`src/core/ckp_pkg.sv`:
```
package ckp_pkg;

    // Command decoded from the chip-select, row, column and write-enable pins.
    typedef enum logic [2:0] {
        CKP_CMD_NOP,
        CKP_CMD_ACT,
        CKP_CMD_RD,
        CKP_CMD_WR,
        CKP_CMD_PRE,
        CKP_CMD_REF,
        CKP_CMD_MRS,
        CKP_CMD_OTHER
    } ckp_cmd_t;

    // Power state as judged by this block.
    typedef enum logic [2:0] {
        CKP_ST_IDLE,
        CKP_ST_ACTIVE,
        CKP_ST_ACT_PD,
        CKP_ST_PRE_PD,
        CKP_ST_SELF_REF,
        CKP_ST_SR_EXIT
    } ckp_state_t;

    // Command pins sampled at one clock edge; cs_n, ras_n, cas_n and we_n are active low.
    typedef struct packed {
        logic cs_n;
        logic ras_n;
        logic cas_n;
        logic we_n;
        logic a10;
        logic [2:0] bank;
    } ckp_pins_t;

    // Status flags shown to the surrounding core.
    typedef struct packed {
        logic power_down;
        logic self_refresh;
        logic refresh_hold;
        logic read_ok;
        logic write_ok;
        logic odt_ok;
        logic illegal;
    } ckp_status_t;

    localparam int unsigned CKP_BANKS      = 8;
    localparam int unsigned CKP_BANK_W     = 3;
    localparam int unsigned CKP_CNT_W      = 10;

    // Clock period in picoseconds and the exit waits.
    localparam int unsigned CKP_CLK_PS     = 10000;
    localparam int unsigned CKP_TXS_NS     = 170;
    localparam int unsigned CKP_TXS_CYC    = (CKP_TXS_NS * 1000 + CKP_CLK_PS - 1) / CKP_CLK_PS;
    localparam int unsigned CKP_TXSDLL_NCK = 512;
    localparam int unsigned CKP_WR_NCK     = 512;

    localparam logic [CKP_CNT_W-1:0] CKP_TXS_CNT    = CKP_CNT_W'(CKP_TXS_CYC);
    localparam logic [CKP_CNT_W-1:0] CKP_TXSDLL_CNT = CKP_CNT_W'(CKP_TXSDLL_NCK);
    localparam logic [CKP_CNT_W-1:0] CKP_WR_CNT     = CKP_CNT_W'(CKP_WR_NCK);
    localparam logic [CKP_CNT_W-1:0] CKP_CNT_ZERO   = 10'h000;
    localparam logic [CKP_CNT_W-1:0] CKP_CNT_ONE    = 10'h001;
    localparam logic [CKP_BANKS-1:0] CKP_BANKS_NONE = 8'h00;
    localparam ckp_status_t           CKP_STATUS_RST = 7'h00;

endpackage : ckp_pkg

```
`src/core/ckp_decode.sv`:
```
// Decodes the command pins; deselect and NOP both come out as NOP.
module ckp_decode (
    input  wire ckp_pkg::ckp_pins_t pins_in,
    output ckp_pkg::ckp_cmd_t       cmd_out
);

    // Chip select high is a deselect, which behaves exactly like a NOP.
    always_comb begin
        if (pins_in.cs_n) begin
            cmd_out = ckp_pkg::CKP_CMD_NOP;
        end else begin
            unique case ({pins_in.ras_n, pins_in.cas_n, pins_in.we_n})
                3'h7:    cmd_out = ckp_pkg::CKP_CMD_NOP;
                3'h3:    cmd_out = ckp_pkg::CKP_CMD_ACT;
                3'h5:    cmd_out = ckp_pkg::CKP_CMD_RD;
                3'h4:    cmd_out = ckp_pkg::CKP_CMD_WR;
                3'h2:    cmd_out = ckp_pkg::CKP_CMD_PRE;
                3'h1:    cmd_out = ckp_pkg::CKP_CMD_REF;
                3'h0:    cmd_out = ckp_pkg::CKP_CMD_MRS;
                default: cmd_out = ckp_pkg::CKP_CMD_OTHER;
            endcase
        end
    end

endmodule : ckp_decode

```
`src/core/ckp_bank_track.sv`:
```
// Tracks which banks hold an open row, one flag per bank.
module ckp_bank_track (
    input  wire logic                               ref_clk_in,
    input  wire logic                               rst_in,
    input  wire logic                               ce_in,
    input  wire logic                               take_in,
    input  wire ckp_pkg::ckp_cmd_t                  cmd_in,
    input  wire logic                               all_in,
    input  wire logic [ckp_pkg::CKP_BANK_W-1:0]     bank_in,
    output logic      [ckp_pkg::CKP_BANKS-1:0]      open_out
);

    logic [ckp_pkg::CKP_BANKS-1:0] next_open;

    genvar gi;
    generate
        for (gi = 0; gi < ckp_pkg::CKP_BANKS; gi++) begin : g_bank
            // Activate opens a bank; precharge closes it, or all when A10 is high.
            always_comb begin
                next_open[gi] = open_out[gi];
                if (take_in && cmd_in == ckp_pkg::CKP_CMD_ACT
                    && bank_in == ckp_pkg::CKP_BANK_W'(gi)) begin
                    next_open[gi] = 1'b1;
                end else if (take_in && cmd_in == ckp_pkg::CKP_CMD_PRE
                    && (all_in || bank_in == ckp_pkg::CKP_BANK_W'(gi))) begin
                    next_open[gi] = 1'b0;
                end
            end
        end
    endgenerate

    // Registers the bank flags.
    always_ff @(posedge ref_clk_in or posedge rst_in) begin
        if (rst_in) begin
            open_out <= ckp_pkg::CKP_BANKS_NONE;
        end else if (ce_in) begin
            open_out <= next_open;
        end
    end

endmodule : ckp_bank_track

```
`src/core/ckp_power_ctrl.sv`:
```
// Contract
// Act on previous CKE, current CKE, command.
// Current state is state before edge.
// Controller waits mode-register delays before CKE low.
// Controller holds CKE level for minimum pulse.
// Only NOP or deselect at power-down edges.
// Only NOP or deselect at self-refresh exit.
// Only NOP during exit period, reads wait.
// No read or ODT before DLL-lock delay.
// First write waits 512 cycles after exit.
// Self refresh from idle by refresh, CKE falling.
// Controller never enters self refresh mid-burst.
// Power-down type follows open banks after access.
// Open banks plus CKE fall: active power-down.
// Idle banks plus CKE fall: precharge power-down.
// No refresh during power-down.
// CKE low holds state, ignores commands.
// ODT unavailable in self refresh, no effect.
// Idle needs banks closed, exits met.
// Undefined CKE sequences are illegal.
// Other states take only legal commands.
// Self-refresh exit on CKE rise, unclocked; here exit is taken at an enabled clock edge that sees CKE high.
// Deselect equals NOP, never ends bursts.
// Power-down exit returns to previous state.
module ckp_power_ctrl (
    input  wire logic                 ref_clk_in,
    input  wire logic                 rst_in,
    input  wire logic                 ce_in,
    input  wire logic                 cke_in,
    input  wire ckp_pkg::ckp_pins_t   pins_in,
    input  wire logic                 odt_in,
    input  wire logic                 burst_busy_in,
    output ckp_pkg::ckp_state_t       state_out,
    output ckp_pkg::ckp_status_t      status_out,
    output logic                      odt_en_out,
    output logic                      cmd_take_out
);

    ckp_pkg::ckp_cmd_t             cmd;
    logic [ckp_pkg::CKP_BANKS-1:0] banks_open;
    logic                          cke_prev;
    logic                          next_cke_prev;
    logic                          take;
    logic                          next_take;
    logic                          odt_en;
    logic                          next_odt_en;
    logic [ckp_pkg::CKP_CNT_W-1:0] xs_cnt;
    logic [ckp_pkg::CKP_CNT_W-1:0] next_xs_cnt;
    logic [ckp_pkg::CKP_CNT_W-1:0] dll_cnt;
    logic [ckp_pkg::CKP_CNT_W-1:0] next_dll_cnt;
    logic [ckp_pkg::CKP_CNT_W-1:0] wr_cnt;
    logic [ckp_pkg::CKP_CNT_W-1:0] next_wr_cnt;
    ckp_pkg::ckp_state_t           state;
    ckp_pkg::ckp_state_t           next_state;
    ckp_pkg::ckp_state_t           pd_return;
    ckp_pkg::ckp_state_t           next_pd_return;
    ckp_pkg::ckp_status_t          status;
    ckp_pkg::ckp_status_t          next_status;
    logic                          cmd_nop;
    logic                          cke_fall;
    logic                          cke_rise;

    ckp_decode u_decode (
        .pins_in (pins_in),
        .cmd_out (cmd)
    );

    // Banks only follow commands taken while the clock is enabled and CKE was high.
    ckp_bank_track u_banks (
        .ref_clk_in (ref_clk_in),
        .rst_in     (rst_in),
        .ce_in      (ce_in),
        .take_in    (take),
        .cmd_in     (cmd),
        .all_in     (pins_in.a10),
        .bank_in    (pins_in.bank),
        .open_out   (banks_open)
    );

    // deselect equals NOP
    assign cmd_nop  = (cmd == ckp_pkg::CKP_CMD_NOP);
    // edge pair sampled
    assign cke_fall = cke_prev && !cke_in;
    assign cke_rise = !cke_prev && cke_in;

    // commands ignored low
    always_comb begin
        take = cke_prev && cke_in && !cmd_nop
               && (state == ckp_pkg::CKP_ST_IDLE || state == ckp_pkg::CKP_ST_ACTIVE);
    end

    // Main power-state decision, made from the state held before this edge.
    always_comb begin
        next_state     = state;
        next_pd_return = pd_return;
        next_cke_prev  = cke_in;
        next_take      = take;
        next_status    = status;
        next_status.illegal = 1'b0;
        // state before edge
        unique case (state)
            ckp_pkg::CKP_ST_IDLE, ckp_pkg::CKP_ST_ACTIVE: begin
                if (cke_fall) begin
                    // self-refresh entry
                    if (cmd == ckp_pkg::CKP_CMD_REF && state == ckp_pkg::CKP_ST_IDLE
                        && banks_open == ckp_pkg::CKP_BANKS_NONE && !burst_busy_in) begin
                        next_state = ckp_pkg::CKP_ST_SELF_REF;
                    end else if (cmd_nop) begin
                        // type by open banks
                        if (banks_open != ckp_pkg::CKP_BANKS_NONE) begin
                            // active power-down
                            next_state     = ckp_pkg::CKP_ST_ACT_PD;
                            next_pd_return = ckp_pkg::CKP_ST_ACTIVE;
                        end else begin
                            // precharge power-down
                            next_state     = ckp_pkg::CKP_ST_PRE_PD;
                            next_pd_return = ckp_pkg::CKP_ST_IDLE;
                        end
                    end else begin
                        // illegal sequence flagged
                        next_status.illegal = 1'b1;
                    end
                end else if (cke_in && cmd == ckp_pkg::CKP_CMD_OTHER) begin
                    // illegal command flagged
                    next_status.illegal = 1'b1;
                end else begin
                    // idle needs banks closed
                    next_state = (banks_open != ckp_pkg::CKP_BANKS_NONE || burst_busy_in)
                                 ? ckp_pkg::CKP_ST_ACTIVE : ckp_pkg::CKP_ST_IDLE;
                end
            end
            ckp_pkg::CKP_ST_ACT_PD, ckp_pkg::CKP_ST_PRE_PD: begin
                if (cke_rise) begin
                    // return to prior state
                    next_state = pd_return;
                    next_status.illegal = !cmd_nop;
                end
            end
            ckp_pkg::CKP_ST_SELF_REF: begin
                // exit on CKE level
                if (cke_in) begin
                    next_state = ckp_pkg::CKP_ST_SR_EXIT;
                    next_status.illegal = !cmd_nop;
                end
            end
            ckp_pkg::CKP_ST_SR_EXIT: begin
                // wait out exit period
                if (xs_cnt == ckp_pkg::CKP_CNT_ZERO) begin
                    next_state = ckp_pkg::CKP_ST_IDLE;
                end else if (!cmd_nop) begin
                    next_status.illegal = 1'b1;
                end
            end
        endcase
        // no refresh in power-down
        next_status.power_down   = (next_state == ckp_pkg::CKP_ST_ACT_PD)
                                   || (next_state == ckp_pkg::CKP_ST_PRE_PD);
        next_status.refresh_hold = next_status.power_down;
        next_status.self_refresh = (next_state == ckp_pkg::CKP_ST_SELF_REF);
        // reads wait for lock
        next_status.read_ok  = (next_state == ckp_pkg::CKP_ST_IDLE
                                || next_state == ckp_pkg::CKP_ST_ACTIVE)
                               && (next_dll_cnt == ckp_pkg::CKP_CNT_ZERO);
        next_status.odt_ok   = next_status.read_ok;
        // writes wait 512 cycles
        next_status.write_ok = (next_state == ckp_pkg::CKP_ST_IDLE
                                || next_state == ckp_pkg::CKP_ST_ACTIVE)
                               && (next_wr_cnt == ckp_pkg::CKP_CNT_ZERO);
    end

    // Exit counters restart on leaving self refresh and count down to zero.
    always_comb begin
        next_xs_cnt  = xs_cnt;
        next_dll_cnt = dll_cnt;
        next_wr_cnt  = wr_cnt;
        if (state == ckp_pkg::CKP_ST_SELF_REF && cke_in) begin
            next_xs_cnt  = ckp_pkg::CKP_TXS_CNT;
            next_dll_cnt = ckp_pkg::CKP_TXSDLL_CNT;
            next_wr_cnt  = ckp_pkg::CKP_WR_CNT;
        end else begin
            if (xs_cnt != ckp_pkg::CKP_CNT_ZERO) begin
                next_xs_cnt = xs_cnt - ckp_pkg::CKP_CNT_ONE;
            end
            if (dll_cnt != ckp_pkg::CKP_CNT_ZERO) begin
                next_dll_cnt = dll_cnt - ckp_pkg::CKP_CNT_ONE;
            end
            if (wr_cnt != ckp_pkg::CKP_CNT_ZERO) begin
                next_wr_cnt = wr_cnt - ckp_pkg::CKP_CNT_ONE;
            end
        end
    end

    // termination off in self refresh
    always_comb begin
        next_odt_en = odt_in && next_status.odt_ok && !next_status.self_refresh;
    end

    // Registers all state; the clock enable freezes everything.
    always_ff @(posedge ref_clk_in or posedge rst_in) begin
        if (rst_in) begin
            state        <= ckp_pkg::CKP_ST_IDLE;
            pd_return    <= ckp_pkg::CKP_ST_IDLE;
            cke_prev     <= 1'b0;
            cmd_take_out <= 1'b0;
            odt_en       <= 1'b0;
            xs_cnt       <= ckp_pkg::CKP_CNT_ZERO;
            dll_cnt      <= ckp_pkg::CKP_CNT_ZERO;
            wr_cnt       <= ckp_pkg::CKP_CNT_ZERO;
            status       <= ckp_pkg::CKP_STATUS_RST;
        end else if (ce_in) begin
            state        <= next_state;
            pd_return    <= next_pd_return;
            cke_prev     <= next_cke_prev;
            cmd_take_out <= next_take;
            odt_en       <= next_odt_en;
            xs_cnt       <= next_xs_cnt;
            dll_cnt      <= next_dll_cnt;
            wr_cnt       <= next_wr_cnt;
            status       <= next_status;
        end
    end

    assign state_out  = state;
    assign status_out = status;
    assign odt_en_out = odt_en;

endmodule : ckp_power_ctrl

```
`config.mk`:
```
export PLATFORM = sky130hd
export DESIGN_NAME = ckp_power_ctrl
export DESIGN_NICKNAME = d
export VERILOG_FILES = /design/src/core/ckp_pkg.sv /design/src/core/ckp_decode.sv /design/src/core/ckp_bank_track.sv /design/src/core/ckp_power_ctrl.sv
export SDC_FILE = /design/constraint.sdc
export NUM_CORES = 1
export LEC_CHECK = 0
export BUFFER_PORTS_ARGS = -buffer_cell sky130_fd_sc_hd__buf_2
export CAP_MARGIN = 20
export CORE_ASPECT_RATIO = 1.4
export CORE_MARGIN = 3
export CORE_UTILIZATION = 60
export DETAILED_ROUTE_END_ITERATION = 12
export GPL_TIMING_DRIVEN = 0
export HOLD_SLACK_MARGIN = 0.02
export PLACE_DENSITY = 0.88
export RECOVER_POWER = 100
export SKIP_CTS_REPAIR_TIMING = 1
export SYNTH_ARGS = -nofsm -noshare
export SYNTH_HDL_FRONTEND = slang
export SYNTH_HIERARCHICAL = 1
export SYNTH_SLANG_ARGS = --single-unit
```
`constraint.sdc`:
```
create_clock -name ref_clk_in -period 4.4 [get_ports ref_clk_in]
set_input_delay 0.88 -clock ref_clk_in [delete_from_list [all_inputs] [get_ports ref_clk_in]]
set_output_delay 0.88 -clock ref_clk_in [all_outputs]
set_load 0.02 [all_outputs]
```
## Word-level counts from Yosys, hierarchy flattened

Index checks and enable logic that the tools add are counted.

| word-level totals | value |
|---|---|
| input port bits | 14 |
| word-level logic and storage cells | 177 |
| output and inout bits | 12 |
| flip-flop bits (word level) | 52 |

| operators by class | value |
|---|---|
| muxes and demuxes | 43 |
| add/subtract/negate cells | 3 |
| reductions and logical operators | 83 |
| bitwise gates (word level) | 1 |
| equality and inequality tests | 26 |

Operators by type and width:

| cell | count |
|---|---|
| 10-bit 2-to-1 mux | 6 |
| 3-bit == test (second input constant) | 13 |
| 1-bit logical AND | 32 |
| 10-bit logical NOT | 3 |
| 10-bit nonzero test | 3 |
| 10-bit by 1-bit subtractor with 10-bit output (second input constant) | 3 |
| 1-bit 2-to-1 mux | 26 |
| 3-bit by 2-bit == test with 1-bit output (second input constant) | 8 |
| 3-bit 2-to-1 mux | 8 |
| 3-bit case mux with 7 select lines | 1 |
| 2-bit AND reduction | 9 |
| 2-bit nonzero test | 9 |
| 3-bit by 1-bit == test with 1-bit output (second input constant) | 5 |
| 3-bit logical NOT | 5 |
| 1-bit logical OR | 12 |
| 3-bit case mux with 4 select lines | 1 |
| 8-bit logical NOT | 1 |
| 8-bit nonzero test | 1 |
| 1-bit logical NOT | 5 |
| 5-bit AND reduction | 1 |
| 1-bit case mux with 4 select lines | 1 |
| 2-bit OR reduction | 2 |
| 1-bit inverter | 1 |

## Depth between registers and ports, before layout

Gate-level depths: netlist (run 1).

| logic depth | value |
|---|---|
| depth after elaboration | 15 |
| gate-level depth with buffers | 8 |
| gate-level depth less buffers | 7 |

## Cells and area by module

Netlist (run 1), hierarchy kept.

Modules (own cells, without submodules):

| module | times used | area an instance (um^2) | seq. area each (um^2) | cells each |
|---|---|---|---|---|
| ckp_power_ctrl | 1 | 2812.7 | 1051.0 | 326 |
| ckp_bank_track | 1 | 486.7 | 200.2 | 47 |
| ckp_decode | 1 | 47.5 | 0.0 | 8 |

## Worst setup path after synthesis (run 1)

OpenSTA, ideal clock, no wires.

| timing | value |
|---|---|
| kind | input -> register |
| start point | in pins_in[4] (netlist bit) |
| end point | reg status, in the netlist status_out[5] |
| required time | 4.290 ns |
| arrival | 2.499 ns |
| setup time | 0.110 ns |
| path buffers | 0 |
| slack | 1.790 ns |
| cell stages on the path | 7 |
| cell sequence | xnor2_1 nor2_1 nor3b_1 nand4_1 or3_1 and3_1 o41ai_1 |

| on the way | value |
|---|---|
| cells in the longest elaborated chain, start to end | 11 |
| elaborated cells between the ends (all ways) | 22 |
| those cells by class | 9 x eq/ne; 7 x mux; 6 x reduce/logical |

Ends and longest elaborated chain:

| item | RTL line | RTL |
|---|---|---|
| from (decl) | ckp_power_ctrl.sv:30 | `input wire ckp_pkg::ckp_pins_t pins_in,` |
| 3-bit by 1-bit == test with 1-bit output, or another cell as far along | ckp_decode.sv:12 | `unique case ({pins_in.ras_n, pins_in.cas_n, pins_in.we_n})` |
| 3-bit case mux with 7 select lines * | ckp_decode.sv:12 |  |
| 3-bit 2-to-1 mux * | ckp_decode.sv:9 | `if (pins_in.cs_n) begin` |
| via cmd[0] | ckp_power_ctrl.sv:39 | `ckp_pkg::ckp_cmd_t cmd;` |
| 3-bit == test | ckp_power_ctrl.sv:105 | `if (cmd == ckp_pkg::CKP_CMD_REF && state == ckp_pkg::CKP_ST_IDLE` |
| 1-bit logical AND | ckp_power_ctrl.sv:105 |  |
| 1-bit logical AND (2 in a row) | ckp_power_ctrl.sv:106 | `&& banks_open == ckp_pkg::CKP_BANKS_NONE && !burst_busy_in) begin` |
| 3-bit 2-to-1 mux | ckp_power_ctrl.sv:105 |  |
| 3-bit 2-to-1 mux * | ckp_power_ctrl.sv:103 | `if (cke_fall) begin` |
| 3-bit case mux with 4 select lines * | ckp_power_ctrl.sv:101 | `unique case (state)` |
| 3-bit == test * | ckp_power_ctrl.sv:159 | `next_status.self_refresh = (next_state == ckp_pkg::CKP_ST_SELF_REF);` |
| to (signal assigned) | ckp_power_ctrl.sv:209 | `status <= ckp_pkg::CKP_STATUS_RST;` |
| to (signal assigned) | ckp_power_ctrl.sv:219 | `status <= next_status;` |
| to (decl) | ckp_power_ctrl.sv:57 | `ckp_pkg::ckp_status_t status;` |

The timed path passes the listed nets; every way through them passes the cells marked *.
A chain may end at the register's enable or synchronous reset.

## Worst setup path after layout (run 1)

| timing | value |
|---|---|
| start point | in pins_in[6] (netlist bit) |
| end point | reg status, in the netlist status_out[5] |

The elaborated chain is that of the path after synthesis.

==> results of run 1 <==
worst register-to-register path: stages (launching register included):
cell and delay, ns:
dfrtp_1 0.44, inv_1 0.13, ha_1 0.31, nor4b_1 0.58, nand3_1 0.39, a21bo_2 0.29, a31oi_1 0.25, o32ai_1 0.13
metrics by stage:
| stage | instance area [um2] | utilization (%) | hold slack, ns |
|---|---|---|---|
| 2_1_floorplan | 3347 | - | 0.4717 |
| 3_3_place_gp | 3550 | 67.29 | 0.4856 |
| 3_5_place_dp | 3550 | 67.29 | 0.4985 |
| 4_1_cts | 3687 | 69.90 | 0.5195 |
| 5_1_grt | 3664 | 69.45 | 0.5398 |
| 6_report | 3664 | 69.45 | 0.4921 |
where the power goes:
group | switching (mW) | internal (mW)
Combinational | 0.637 | 0.434
Clock | 0.169 | 0.228
Sequential | 0.202 | 0.609
final cells by class:
class	count	area (um2)
clock inverters	3	68.82
repair buffers	24	98.84
clock buffers	5	68.82
multi-input cells	291	1912
inverters	20	77.57
flip-flops and latches	50	1251
fillers	456	1612
plain buffers	20	103.9
well taps	66	82.58
cells in the mapped netlist (3+ instances only):
library cell	instances	area share [%]
nor3_1	14	2.1
nor2_1	31	3.5
nor2b_1	5	0.93
nor3b_1	3	0.67
nand3_1	10	1.5
mux2_2	3	1.0
buf_2	7	1.0
xor2_1	7	1.8
and3_1	5	0.93
a211o_1	7	1.8
or3_1	4	0.75
nor4_1	9	1.7
or4_1	4	0.90
nand4b_1	3	0.79
clkbuf_1	7	0.79
nand3b_1	6	1.3
inv_1	18	2.0
dfrtp_1	50	37
and2_1	3	0.56
o2bb2ai_1	3	0.79
o32ai_1	3	0.79
nand2_1	31	3.5
ha_1	5	1.9
xnor2_1	4	1.0
a21oi_1	9	1.3
nand2b_1	10	1.9
nand4_1	10	1.9
a31oi_1	5	0.93
o31ai_1	4	0.90
o311a_1	3	0.90
mux2i_1	3	0.90
o21ai_0	38	5.7
o211ai_1	3	0.67
layer usage:
layer	up-vias	global-route usage, %
li1	1486	-
met5	-	0
met4	0	9.121
met2	125	46.42
met1	1532	32.67
met3	23	3.408
flip-flops by register name, summed over array words and instances (netlist names):
register,flops
odt_en_out,1
dll_cnt,10
wr_cnt,10
cmd_take_out,1
state_out,3
status_out,5
cke_prev,1
xs_cnt,10
pd_return,1
u_banks/open_out,8
worst max path at each step:
| stage | start | end | slack, ns | cells past startpoint |
|---|---|---|---|---|
| 2_1_floorplan | pins_in[4] | status_out[5]$_DFFE_PP0P_ | 1.79 | 7 |
| 3_3_place_gp | pins_in[6] | status_out[5]$_DFFE_PP0P_ | 1.38 | 8 |
| 3_5_place_dp | pins_in[6] | status_out[5]$_DFFE_PP0P_ | 1.31 | 8 |
| 4_1_cts | pins_in[6] | status_out[5]$_DFFE_PP0P_ | 1.60 | 8 |
| 5_1_grt | dll_cnt[0]$_DFFE_PP0P_ | status_out[1]$_DFFE_PP0P_ | 1.41 | 7 |
| 6_report | pins_in[6] | status_out[5]$_DFFE_PP0P_ | 1.56 | 8 |
cell families (layout without fill, tap and decap cells):
group	Yosys count	after routing	share of synthesized area (%)
AOI/OAI and AO/OA	104	104	21.98
buffers and inverters	40	72	5.495
and+or+nand+nor	165	165	28.49
adders and majority gates	5	5	1.869
xor gates and xnor gates	11	11	2.878
DFF	50	50	37.38
muxes	6	6	1.907
==> qor.csv, run 1 <==
stage,metric,value,unit
status,run_status,"complete, but fails checks",
status,violations,"max-capacitance violations, max-slew violations",
synth,syn_area_per_cell,8.785,um2
cts,ctsHtreeMaxLevel,2,
final_layout,mostFrequentLayoutCells,"50 x dfrtp_1, 38 x o21ai_0, 31 x nor2_1, 31 x nand2_1, 26 x clkbuf_1",
global_route,grt_overflow,0,
sta,post-route-period-util,64.47,%
power_and_ir_drop,p_total,2.278,mW
cts,clkSlewWorstSetupHoldPaths,0.11,ns
global_route,antenna_found_initial,0,
power_and_ir_drop,peakVddDrop,0.3733,mV
worst_setup_path,r2r-end,status_out[1]$_DFFE_PP0P_,
sta,drv_slew,43,
cts,root_buffer,clkbuf_8,
route,ant_nets,0,
placed_design,dp_hpwl,5892,um
floorplan,ios,26,
final_layout,layout.cells.non_filler,479,
worst_setup_path,critical-path-max-stage-delay,0.44,ns
route,wl,8290,um
cts,cts_tree,yes,
sta,fmax,352.5,MHz
worst_setup_path,critPathCaptureType,flip-flop,
route,vias,3166,
synth,ys_seq_area_share,37.38,%
sta,postLayoutSetupSlackWorst,1.563,ns
power_and_ir_drop,p_leak,1.449,nW
worst_setup_path,path_class,in -> reg,
synth,synth-seq-cells,50,
route,wl_per_cell,17.31,um
sta,setup_tns,0,ns
floorplan,die_area,6523,um2
cts,cts_inserted_buffers,5,
synth,syn_inst,381,
sta,worst_pin_slew,1.581,ns
worst_setup_path,path_buf_inv,1,
min_path,hp-class,in -> async,
sta,rsz0062_at_grt,false,
final_layout,final_nets,431,
placed_design,place.gp.congestion,0.9376,
synth,ys.flop_type,dfrtp_1,
cts,insertion_delay,0.31,ns
worst_setup_path,rrSetupSlack,1.75,ns
cts,cts_buffer_depth,2,
synth,yosys_warnings,6,
final_layout,final_common_cell,dfrtp_1,
floorplan,fp.dieW,69.12,um
synth,synth-edff-count,0,
synth,syn_area,3347,um2
power_and_ir_drop,p_per_area,621.9,nW/um2
worst_setup_path,crit_fanout,10,
floorplan,dieHeight,94.37,um
floorplan,rows,31,
final_layout,drive_gt1_share,10.90,%
final_layout,area_growth,9.458,%
route,met2_length,4299,um
synth,ys_types,74,
worst_setup_path,cp.required,4.58,ns
worst_setup_path,startpoint_type,input pin,
synth,syn-num-nets,400,
synth,async_reset_ff_share,100.0,%
route,drt-met1-wl,3378,um
sta,slew_headroom,-5.493,%
floorplan,initial_core_util,63.45,%
global_route,grt_pass1_wl,14110,um
worst_setup_path,critPathTopFamily,simple AND/OR/NAND/NOR gates,
sta,hold_viol_final,0,
worst_setup_path,cp_cell_sequence,"clkbuf_1, xnor2_1, nor2_1, nor3b_1, nand4_1, or3_1, and3_1, o41ai_1",
placed_design,port_buffers,24,
route,dr.pass1.iters,5,
route,routed-wl-met3,447,um
sta,skew,0.01610,ns
sta,setup_violations,0,
global_route,grtUsageTotal,26.12,%
route,drt_iter0_drc,221,
placed_design,preCtsSetupSlack,1.311,ns
route,drc,0,
global_route,grt_pass1_vias,3015,
final_layout,num_antenna_cells,0,
global_route,grt_max_degree,43,
worst_setup_path,rr_worst_depth,7,
worst_setup_path,crit_arrival,3.01,ns
route,vias_per_cell,6.610,
route,topRoutingLayerUsed,met4,
sta,min_period,2.837,ns
cts,clkSinkCount,50,
worst_setup_path,worst_path_max_delay_cell,or3_1,
floorplan,core_area,5275,um2
worst_setup_path,rr_startpoint,dll_cnt[0]$_DFFE_PP0P_,
run,max_cap_violations,1,
placed_design,place_inst,471,
No activity file was read; power rests on OpenSTA's default activity.
==> inputs of run 2 (changes only) <==
==> constraint.sdc (replaced) <==
create_clock -name ref_clk_in -period 2.7 [get_ports ref_clk_in]
set_input_delay 0.54 -clock ref_clk_in [delete_from_list [all_inputs] [get_ports ref_clk_in]]
set_output_delay 0.54 -clock ref_clk_in [all_outputs]
set_load 0.02 [all_outputs]
==> qor.csv, run 2 (same netlist as run 1, synthesis figures left out) <==
stage,metric,value,unit,change
worst_setup_path,critPathTopFamily,simple AND/OR/NAND/NOR gates,,
power_and_ir_drop,switchingPower,1.646,mW,+63%
worst_setup_path,path_class,reg -> reg,,
sta,skew,0.01325,ns,-0.002844 ns
cts,cts_tree,yes,,
final_layout,final_common_cell,dfrtp_1,,
final_layout,reg.largest.list,"dll_cnt (10), wr_cnt (10), xs_cnt (10)",,
sta,min_period,2.536,ns,
floorplan,fp.dieW,69.12,um,unchanged
sta,post-route-period-util,93.94,%,
sta,drv_slew,43,,unchanged
worst_setup_path,crit_fanout,7,,-3
route,dr.pass1.iters,7,,+2
placed_design,dp_hpwl,5892,um,unchanged
worst_setup_path,worst_path_max_delay_cell,dfrtp_1,,
status,run_status,"complete, but fails checks",,
sta,worst_pin_slew,1.586,ns,+0.005106 ns
cts,root_buffer,clkbuf_8,,
global_route,grt_overflow,0,,unchanged
worst_setup_path,rr_worst_depth,8,,+1
route,wl,8264,um,-0.31%
final_layout,drive_gt1_share,11.86,%,+0.97 points
worst_setup_path,endpoint,odt_en_out$_DFFE_PP0P_,,
sta,slew_headroom,-5.834,%,-0.34 points
cts,clkSinkCount,50,,unchanged
worst_setup_path,path_buf_inv,2,,+1
route,topRoutingLayerUsed,met4,,
cts,cts_buffer_depth,2,,unchanged
global_route,grt_max_degree,43,,unchanged
status,violations,"max-capacitance violations, max-slew violations",,
final_layout,area_growth,9.944,%,
worst_setup_path,crit_arrival,2.74,ns,-0.27 ns
run,max_cap_violations,1,,unchanged
final_layout,final_util,69.76,%,+0.31 points
floorplan,dieHeight,94.37,um,unchanged
worst_setup_path,critical-path-max-stage-delay,0.45,ns,about the same
global_route,grt_pass1_vias,3015,,unchanged
final_layout,nFillCells,454,,-0.44%
cts,cts_inserted_buffers,5,,unchanged
route,routed-wl-met3,472,um,+5.6%
global_route,grt_pass1_wl,14110,um,unchanged
power_and_ir_drop,clkPwrFrac,17.3,%,about the same
worst_setup_path,rr_startpoint,dll_cnt[0]$_DFFE_PP0P_,,
worst_setup_path,rrSetupSlack,0.16,ns,-1.59 ns
sta,fmax,394.3,MHz,
floorplan,initial_core_util,63.45,%,unchanged
worst_setup_path,startpoint,dll_cnt[0]$_DFFE_PP0P_,,
route,wl_per_cell,17.25,um,-0.31%
global_route,antenna_found_initial,0,,unchanged
power_and_ir_drop,combinationalPowerShare,47.2,%,+0.2 points
min_path,hp-class,in -> async,,
floorplan,core_area,5275,um2,unchanged
power_and_ir_drop,seq_power_share,35.5,%,about the same
worst_setup_path,crit_cells,8,,unchanged
route,vias_per_cell,6.597,,-0.19%
route,drc,0,,unchanged
route,drt-met1-wl,3332,um,-1.4%
global_route,grtUsageTotal,26.12,%,unchanged
placed_design,port_buffers,24,,unchanged
power_and_ir_drop,swShare,44.19,%,about the same
placed_design,place.gp.congestion,0.9376,,unchanged
cts,clkSlewWorstSetupHoldPaths,0.11,ns,about the same
power_and_ir_drop,p_leak,1.454,nW,+0.32%
route,vias,3160,,-0.19%
final_layout,mostFrequentLayoutCells,"50 x dfrtp_1, 38 x o21ai_0, 31 x nor2_1, 31 x nand2_1, 25 x clkbuf_1",,
power_and_ir_drop,p_per_area,1012,nW/um2,+63%
worst_setup_path,critPathCaptureType,flip-flop,,
worst_setup_path,cp.required,2.90,ns,-1.68 ns
power_and_ir_drop,p_int,2.078,mW,+64%
floorplan,die_area,6523,um2,unchanged
sta,hold-worst-slack,0.1548,ns,-0.3373 ns
worst_setup_path,startpoint_type,flip-flop,,
worst_setup_path,r2r-end,odt_en_out$_DFFE_PP0P_,,
cts,ctsHtreeMaxLevel,2,,unchanged
sta,rsz0062_at_grt,false,,
cts,insertion_delay,0.31,ns,about the same
route,drt_iter0_drc,225,,+1.8%
final_layout,num_antenna_cells,0,,unchanged
sta,hold_viol_final,0,,unchanged
worst_setup_path,cp_cell_sequence,"inv_1, ha_2, or4b_1, clkbuf_2, nor3_2, o221ai_1, nand4b_4, o31ai_1",,
route,ant_nets,0,,unchanged
floorplan,rows,31,,unchanged
final_layout,final_nets,431,,unchanged
power_and_ir_drop,peakVddDrop,0.6135,mV,+64%
floorplan,ios,26,,unchanged
route,met2_length,4319,um,+0.47%
sta,setup_violations,0,,unchanged
==> run 2: cell types whose count changed in the layout (fill, tap and decap cells not counted) <==
cell,before,now
a31oi_1,5,4
clkbuf_2,0,1
a31oi_2,0,1
nor4b_2,0,1
ha_2,0,1
clkbuf_1,26,25
ha_1,5,4
nor4b_1,2,1
==> run 2: cell type report <==
class / instances / area [um2] / share of cell area [%]
clock inverters: 3 / 68.82 / 1.870
repair buffers: 24 / 100.1 / 2.720
well taps: 66 / 82.58 / 2.244
clock buffers: 5 / 68.82 / 1.870
plain buffers: 20 / 103.9 / 2.822
flip-flops and latches: 50 / 1251 / 34.00
multi-input cells: 291 / 1927 / 52.36
inverters: 20 / 77.57 / 2.108
==> run 2: worst register-to-register path, cell delays in order (launching register included) <==
cell and delay [ns]:
dfrtp_1 0.45, inv_1 0.14, ha_2 0.26, or4b_1 0.44, clkbuf_2 0.19, nor3_2 0.29, o221ai_1 0.19, nand4b_4 0.20
o31ai_1 0.28
==> run 2: worst min-delay path by stage <==
stage | startpoint | to | depth (start not counted)
after global routing | rst_in | u_banks/open_out[2]$_DFFE_PP0P_ | 2
after detailed placement | pd_return[0]$_DFFE_PP0P_ | pd_return[0]$_DFFE_PP0P_ | 1
after floorplan | rst_in | u_banks/open_out[0]$_DFFE_PP0P_ | 1
after CTS | rst_in | u_banks/open_out[2]$_DFFE_PP0P_ | 2
after global placement | pd_return[0]$_DFFE_PP0P_ | pd_return[0]$_DFFE_PP0P_ | 1
final | rst_in | u_banks/open_out[5]$_DFFE_PP0P_ | 2
==> run 2: power groups by stage <==
| stage | registers [mW] | logic (mW) | clock network [mW] |
|---|---|---|---|
| after floorplan | 1.29 | 1.33 | 0 |
| after global placement | 1.30 | 1.66 | 0 |
| after detailed placement | 1.32 | 1.73 | 0 |
| after CTS | 1.31 | 1.74 | 0.652 |
| after global routing | 1.37 | 1.95 | 0.675 |
| final | 1.32 | 1.76 | 0.645 |
==> run 2: through the flow <==
| stage | instances | worst slack [ns] | area (um2) | power, mW | TNS [ns] |
|---|---|---|---|---|---|
| floorplan | 381 | 0.4303 | 3347 | 2.616 | 0 |
| global placement | 471 | 0.02105 | 3550 | 2.959 | 0 |
| detailed placement | 471 | -0.04928 | 3550 | 3.048 | -0.04928 |
| CTS | 479 | 0.1442 | 3687 | 3.701 | 0 |
| global route | 479 | 0.01672 | 3680 | 3.995 | 0 |
| finish | 479 | 0.1637 | 3680 | 3.724 | 0 |
==> run 2: per-layer routing <==
layer | global-route usage (%) | up-vias
li1 | - | 1488
met1 | 32.67 | 1526
met2 | 46.42 | 127
met3 | 3.408 | 19
met4 | 9.121 | 0
met5 | 0 | -
==> inputs of run 3 (changes only) <==
--- a/config.mk
+++ b/config.mk
@@ -13,7 +13,7 @@
 export DETAILED_ROUTE_END_ITERATION = 12
 export GPL_TIMING_DRIVEN = 0
 export HOLD_SLACK_MARGIN = 0.02
-export PLACE_DENSITY = 0.88
+export PLACE_DENSITY = 0.91
 export RECOVER_POWER = 100
 export SKIP_CTS_REPAIR_TIMING = 1
 export SYNTH_ARGS = -nofsm -noshare
==> qor.csv, run 3 (same netlist as run 1, synthesis figures left out) <==
stage,metric,value,unit,change
floorplan,initial_core_util,63.45,%,unchanged
cts,cts_buffer_depth,2,,unchanged
power_and_ir_drop,p_leak,1.440,nW,-0.90%
global_route,grt_overflow,0,,unchanged
final_layout,num_antenna_cells,0,,unchanged
worst_setup_path,cp.required,2.91,ns,about the same
worst_setup_path,startpoint_type,flip-flop,,
global_route,grt_pass1_vias,3186,,+5.7%
floorplan,dieHeight,94.37,um,unchanged
final_layout,drive_gt1_share,11.86,%,unchanged
worst_setup_path,critPathCaptureType,flip-flop,,
sta,rsz0062_at_grt,false,,
final_layout,mostFrequentLayoutCells,"50 x dfrtp_1, 38 x o21ai_0, 31 x nor2_1, 31 x nand2_1, 23 x clkbuf_1",,
global_route,grtUsageTotal,25.79,%,-0.33 points
worst_setup_path,critical-path-max-stage-delay,0.45,ns,about the same
final_layout,final_common_cell,dfrtp_1,,
worst_setup_path,path_buf_inv,2,,unchanged
global_route,antenna_found_initial,0,,unchanged
sta,fmax,396.9,MHz,+0.67%
cts,clkSlewWorstSetupHoldPaths,0.09,ns,-0.02 ns
sta,drv_slew,43,,unchanged
floorplan,die_area,6523,um2,unchanged
worst_setup_path,cp_cell_sequence,"inv_1, ha_1, or4b_1, clkbuf_2, nor3_2, o221ai_1, nand4b_4, o32ai_1",,
route,wl_per_cell,16.10,um,-6.7%
final_layout,area_growth,8.598,%,
power_and_ir_drop,p_total,3.514,mW,-5.6%
sta,min_period,2.520,ns,-0.01678 ns
sta,postLayoutSetupSlackWorst,0.1805,ns,+0.01678 ns
route,dr.pass1.iters,5,,-2
cts,root_buffer,clkbuf_8,,
sta,worst_pin_slew,1.580,ns,-0.005298 ns
min_path,hp-class,in -> async,,
status,violations,"max-capacitance violations, max-slew violations",,
global_route,grt_max_degree,43,,unchanged
cts,insertion_delay,0.31,ns,about the same
worst_setup_path,crit_fanout,7,,unchanged
route,drt_iter0_drc,159,,-29%
cts,clkSinkCount,50,,unchanged
sta,setup_tns,0,ns,unchanged
cts,cts_tree,yes,,
status,run_status,"complete, but fails checks",,
placed_design,dp_hpwl,5705,um,-3.2%
worst_setup_path,path_class,reg -> reg,,
sta,setup_violations,0,,unchanged
placed_design,place.gp.congestion,0.9599,,+2.4%
power_and_ir_drop,p_per_area,966.8,nW/um2,-4.5%
floorplan,rows,31,,unchanged
worst_setup_path,worst_path_max_delay_cell,or4b_1,,
sta,post-route-period-util,93.32,%,-0.62 points
floorplan,core_area,5275,um2,unchanged
run,max_cap_violations,1,,unchanged
route,ant_nets,0,,unchanged
route,drc,0,,unchanged
sta,skew,0.004755,ns,-0.008498 ns
floorplan,fp.dieW,69.12,um,unchanged
power_and_ir_drop,peakVddDrop,0.7176,mV,+17%
cts,ctsHtreeMaxLevel,2,,unchanged
route,vias,3086,,-2.3%
placed_design,preCtsSetupSlack,-0.02419,ns,+0.02509 ns
placed_design,port_buffers,24,,unchanged
worst_setup_path,critPathTopFamily,simple AND/OR/NAND/NOR gates,,
global_route,grt_pass1_wl,14010,um,-0.69%
floorplan,ios,26,,unchanged
worst_setup_path,crit_arrival,2.73,ns,about the same
route,vias_per_cell,6.443,,-2.3%
sta,hold_viol_final,0,,unchanged
sta,slew_headroom,-5.480,%,+0.35 points
cts,cts_inserted_buffers,5,,unchanged
final_layout,final_nets,431,,unchanged
route,wl,7712,um,-6.7%
final_layout,reg.largest.list,"dll_cnt (10), wr_cnt (10), xs_cnt (10)",,
[run 3: cell types whose count changed in the layout (fill, tap and decap cells not counted), sizes merged]
cell / change
inv: +2
bufinv: -2
buf: +2
clkbuf: -2
[run 3: layer usage]
| metal | vias up | share of wire [%] | track usage (%) |
|---|---|---|---|
| li1 | 1490 | - | - |
| met1 | 1491 | 41 | 29.48 |
| met2 | 83 | 52 | 47.13 |
| met3 | 22 | 4.3 | 4.047 |
| met4 | 0 | 2.9 | 11.89 |
| met5 | - | 0 | 0 |
[run 3: where the power goes]
part / leakage [nW] / internal, mW / switching (mW)
Clock: 0.0506 / 0.194 / 0.267
Sequential: 0.601 / 0.993 / 0.330
Combinational: 0.789 / 0.708 / 1.02
Total: 1.44 / 1.89 / 1.62
[run 3: final timing paths]
check                                     startpoint                              end  slack (ns)  cells past startpoint
max                           dll_cnt[0]$_DFFE_PP0P_        status_out[1]$_DFFE_PP0P_        0.18                      8
min                                           rst_in  u_banks/open_out[3]$_DFFE_PP0P_        0.16                      2
max reg2reg                   dll_cnt[0]$_DFFE_PP0P_        status_out[1]$_DFFE_PP0P_        0.18                      8
min reg2reg                status_out[5]$_DFFE_PP0P_        status_out[5]$_DFFE_PP0P_        0.50                      2
max in group asynchronous                     rst_in        status_out[2]$_DFFE_PP0P_        1.06                      2
min in group ref_clk_in                       odt_in           odt_en_out$_DFFE_PP0P_        0.47                      3
[run 3: cell type report]
cell class,count,area (um2)
sequential,50,1251
clock buffer,5,68.82
buffer,20,105.1
multi-input combinational,291,1919
inverter,20,77.57
timing repair buffer,24,101.3
fill,467,1640
tap,66,82.58
clock inverter,3,28.78
[run 3: stage by stage]
step / hold slack [ns] / instances / utilization (%) / cell area [um2]
5_1_grt: 0.1508 / 479 / 68.90 / 3635
3_3_place_gp: 0.4618 / 471 / 67.29 / 3550
4_1_cts: 0.1636 / 479 / 69.14 / 3647
2_1_floorplan: 0.3557 / 381 / - / 3347
6_report: 0.1555 / 479 / 68.90 / 3635
3_5_place_dp: 0.4753 / 471 / 67.29 / 3550
[run 3: worst reg2reg max path: stages, from the launching register on]
cell and delay (ns):
dfrtp_1 0.44, inv_1 0.12, ha_1 0.29, or4b_1 0.45
clkbuf_2 0.18, nor3_2 0.32, o221ai_1 0.17, nand4b_4 0.20
o32ai_1 0.24
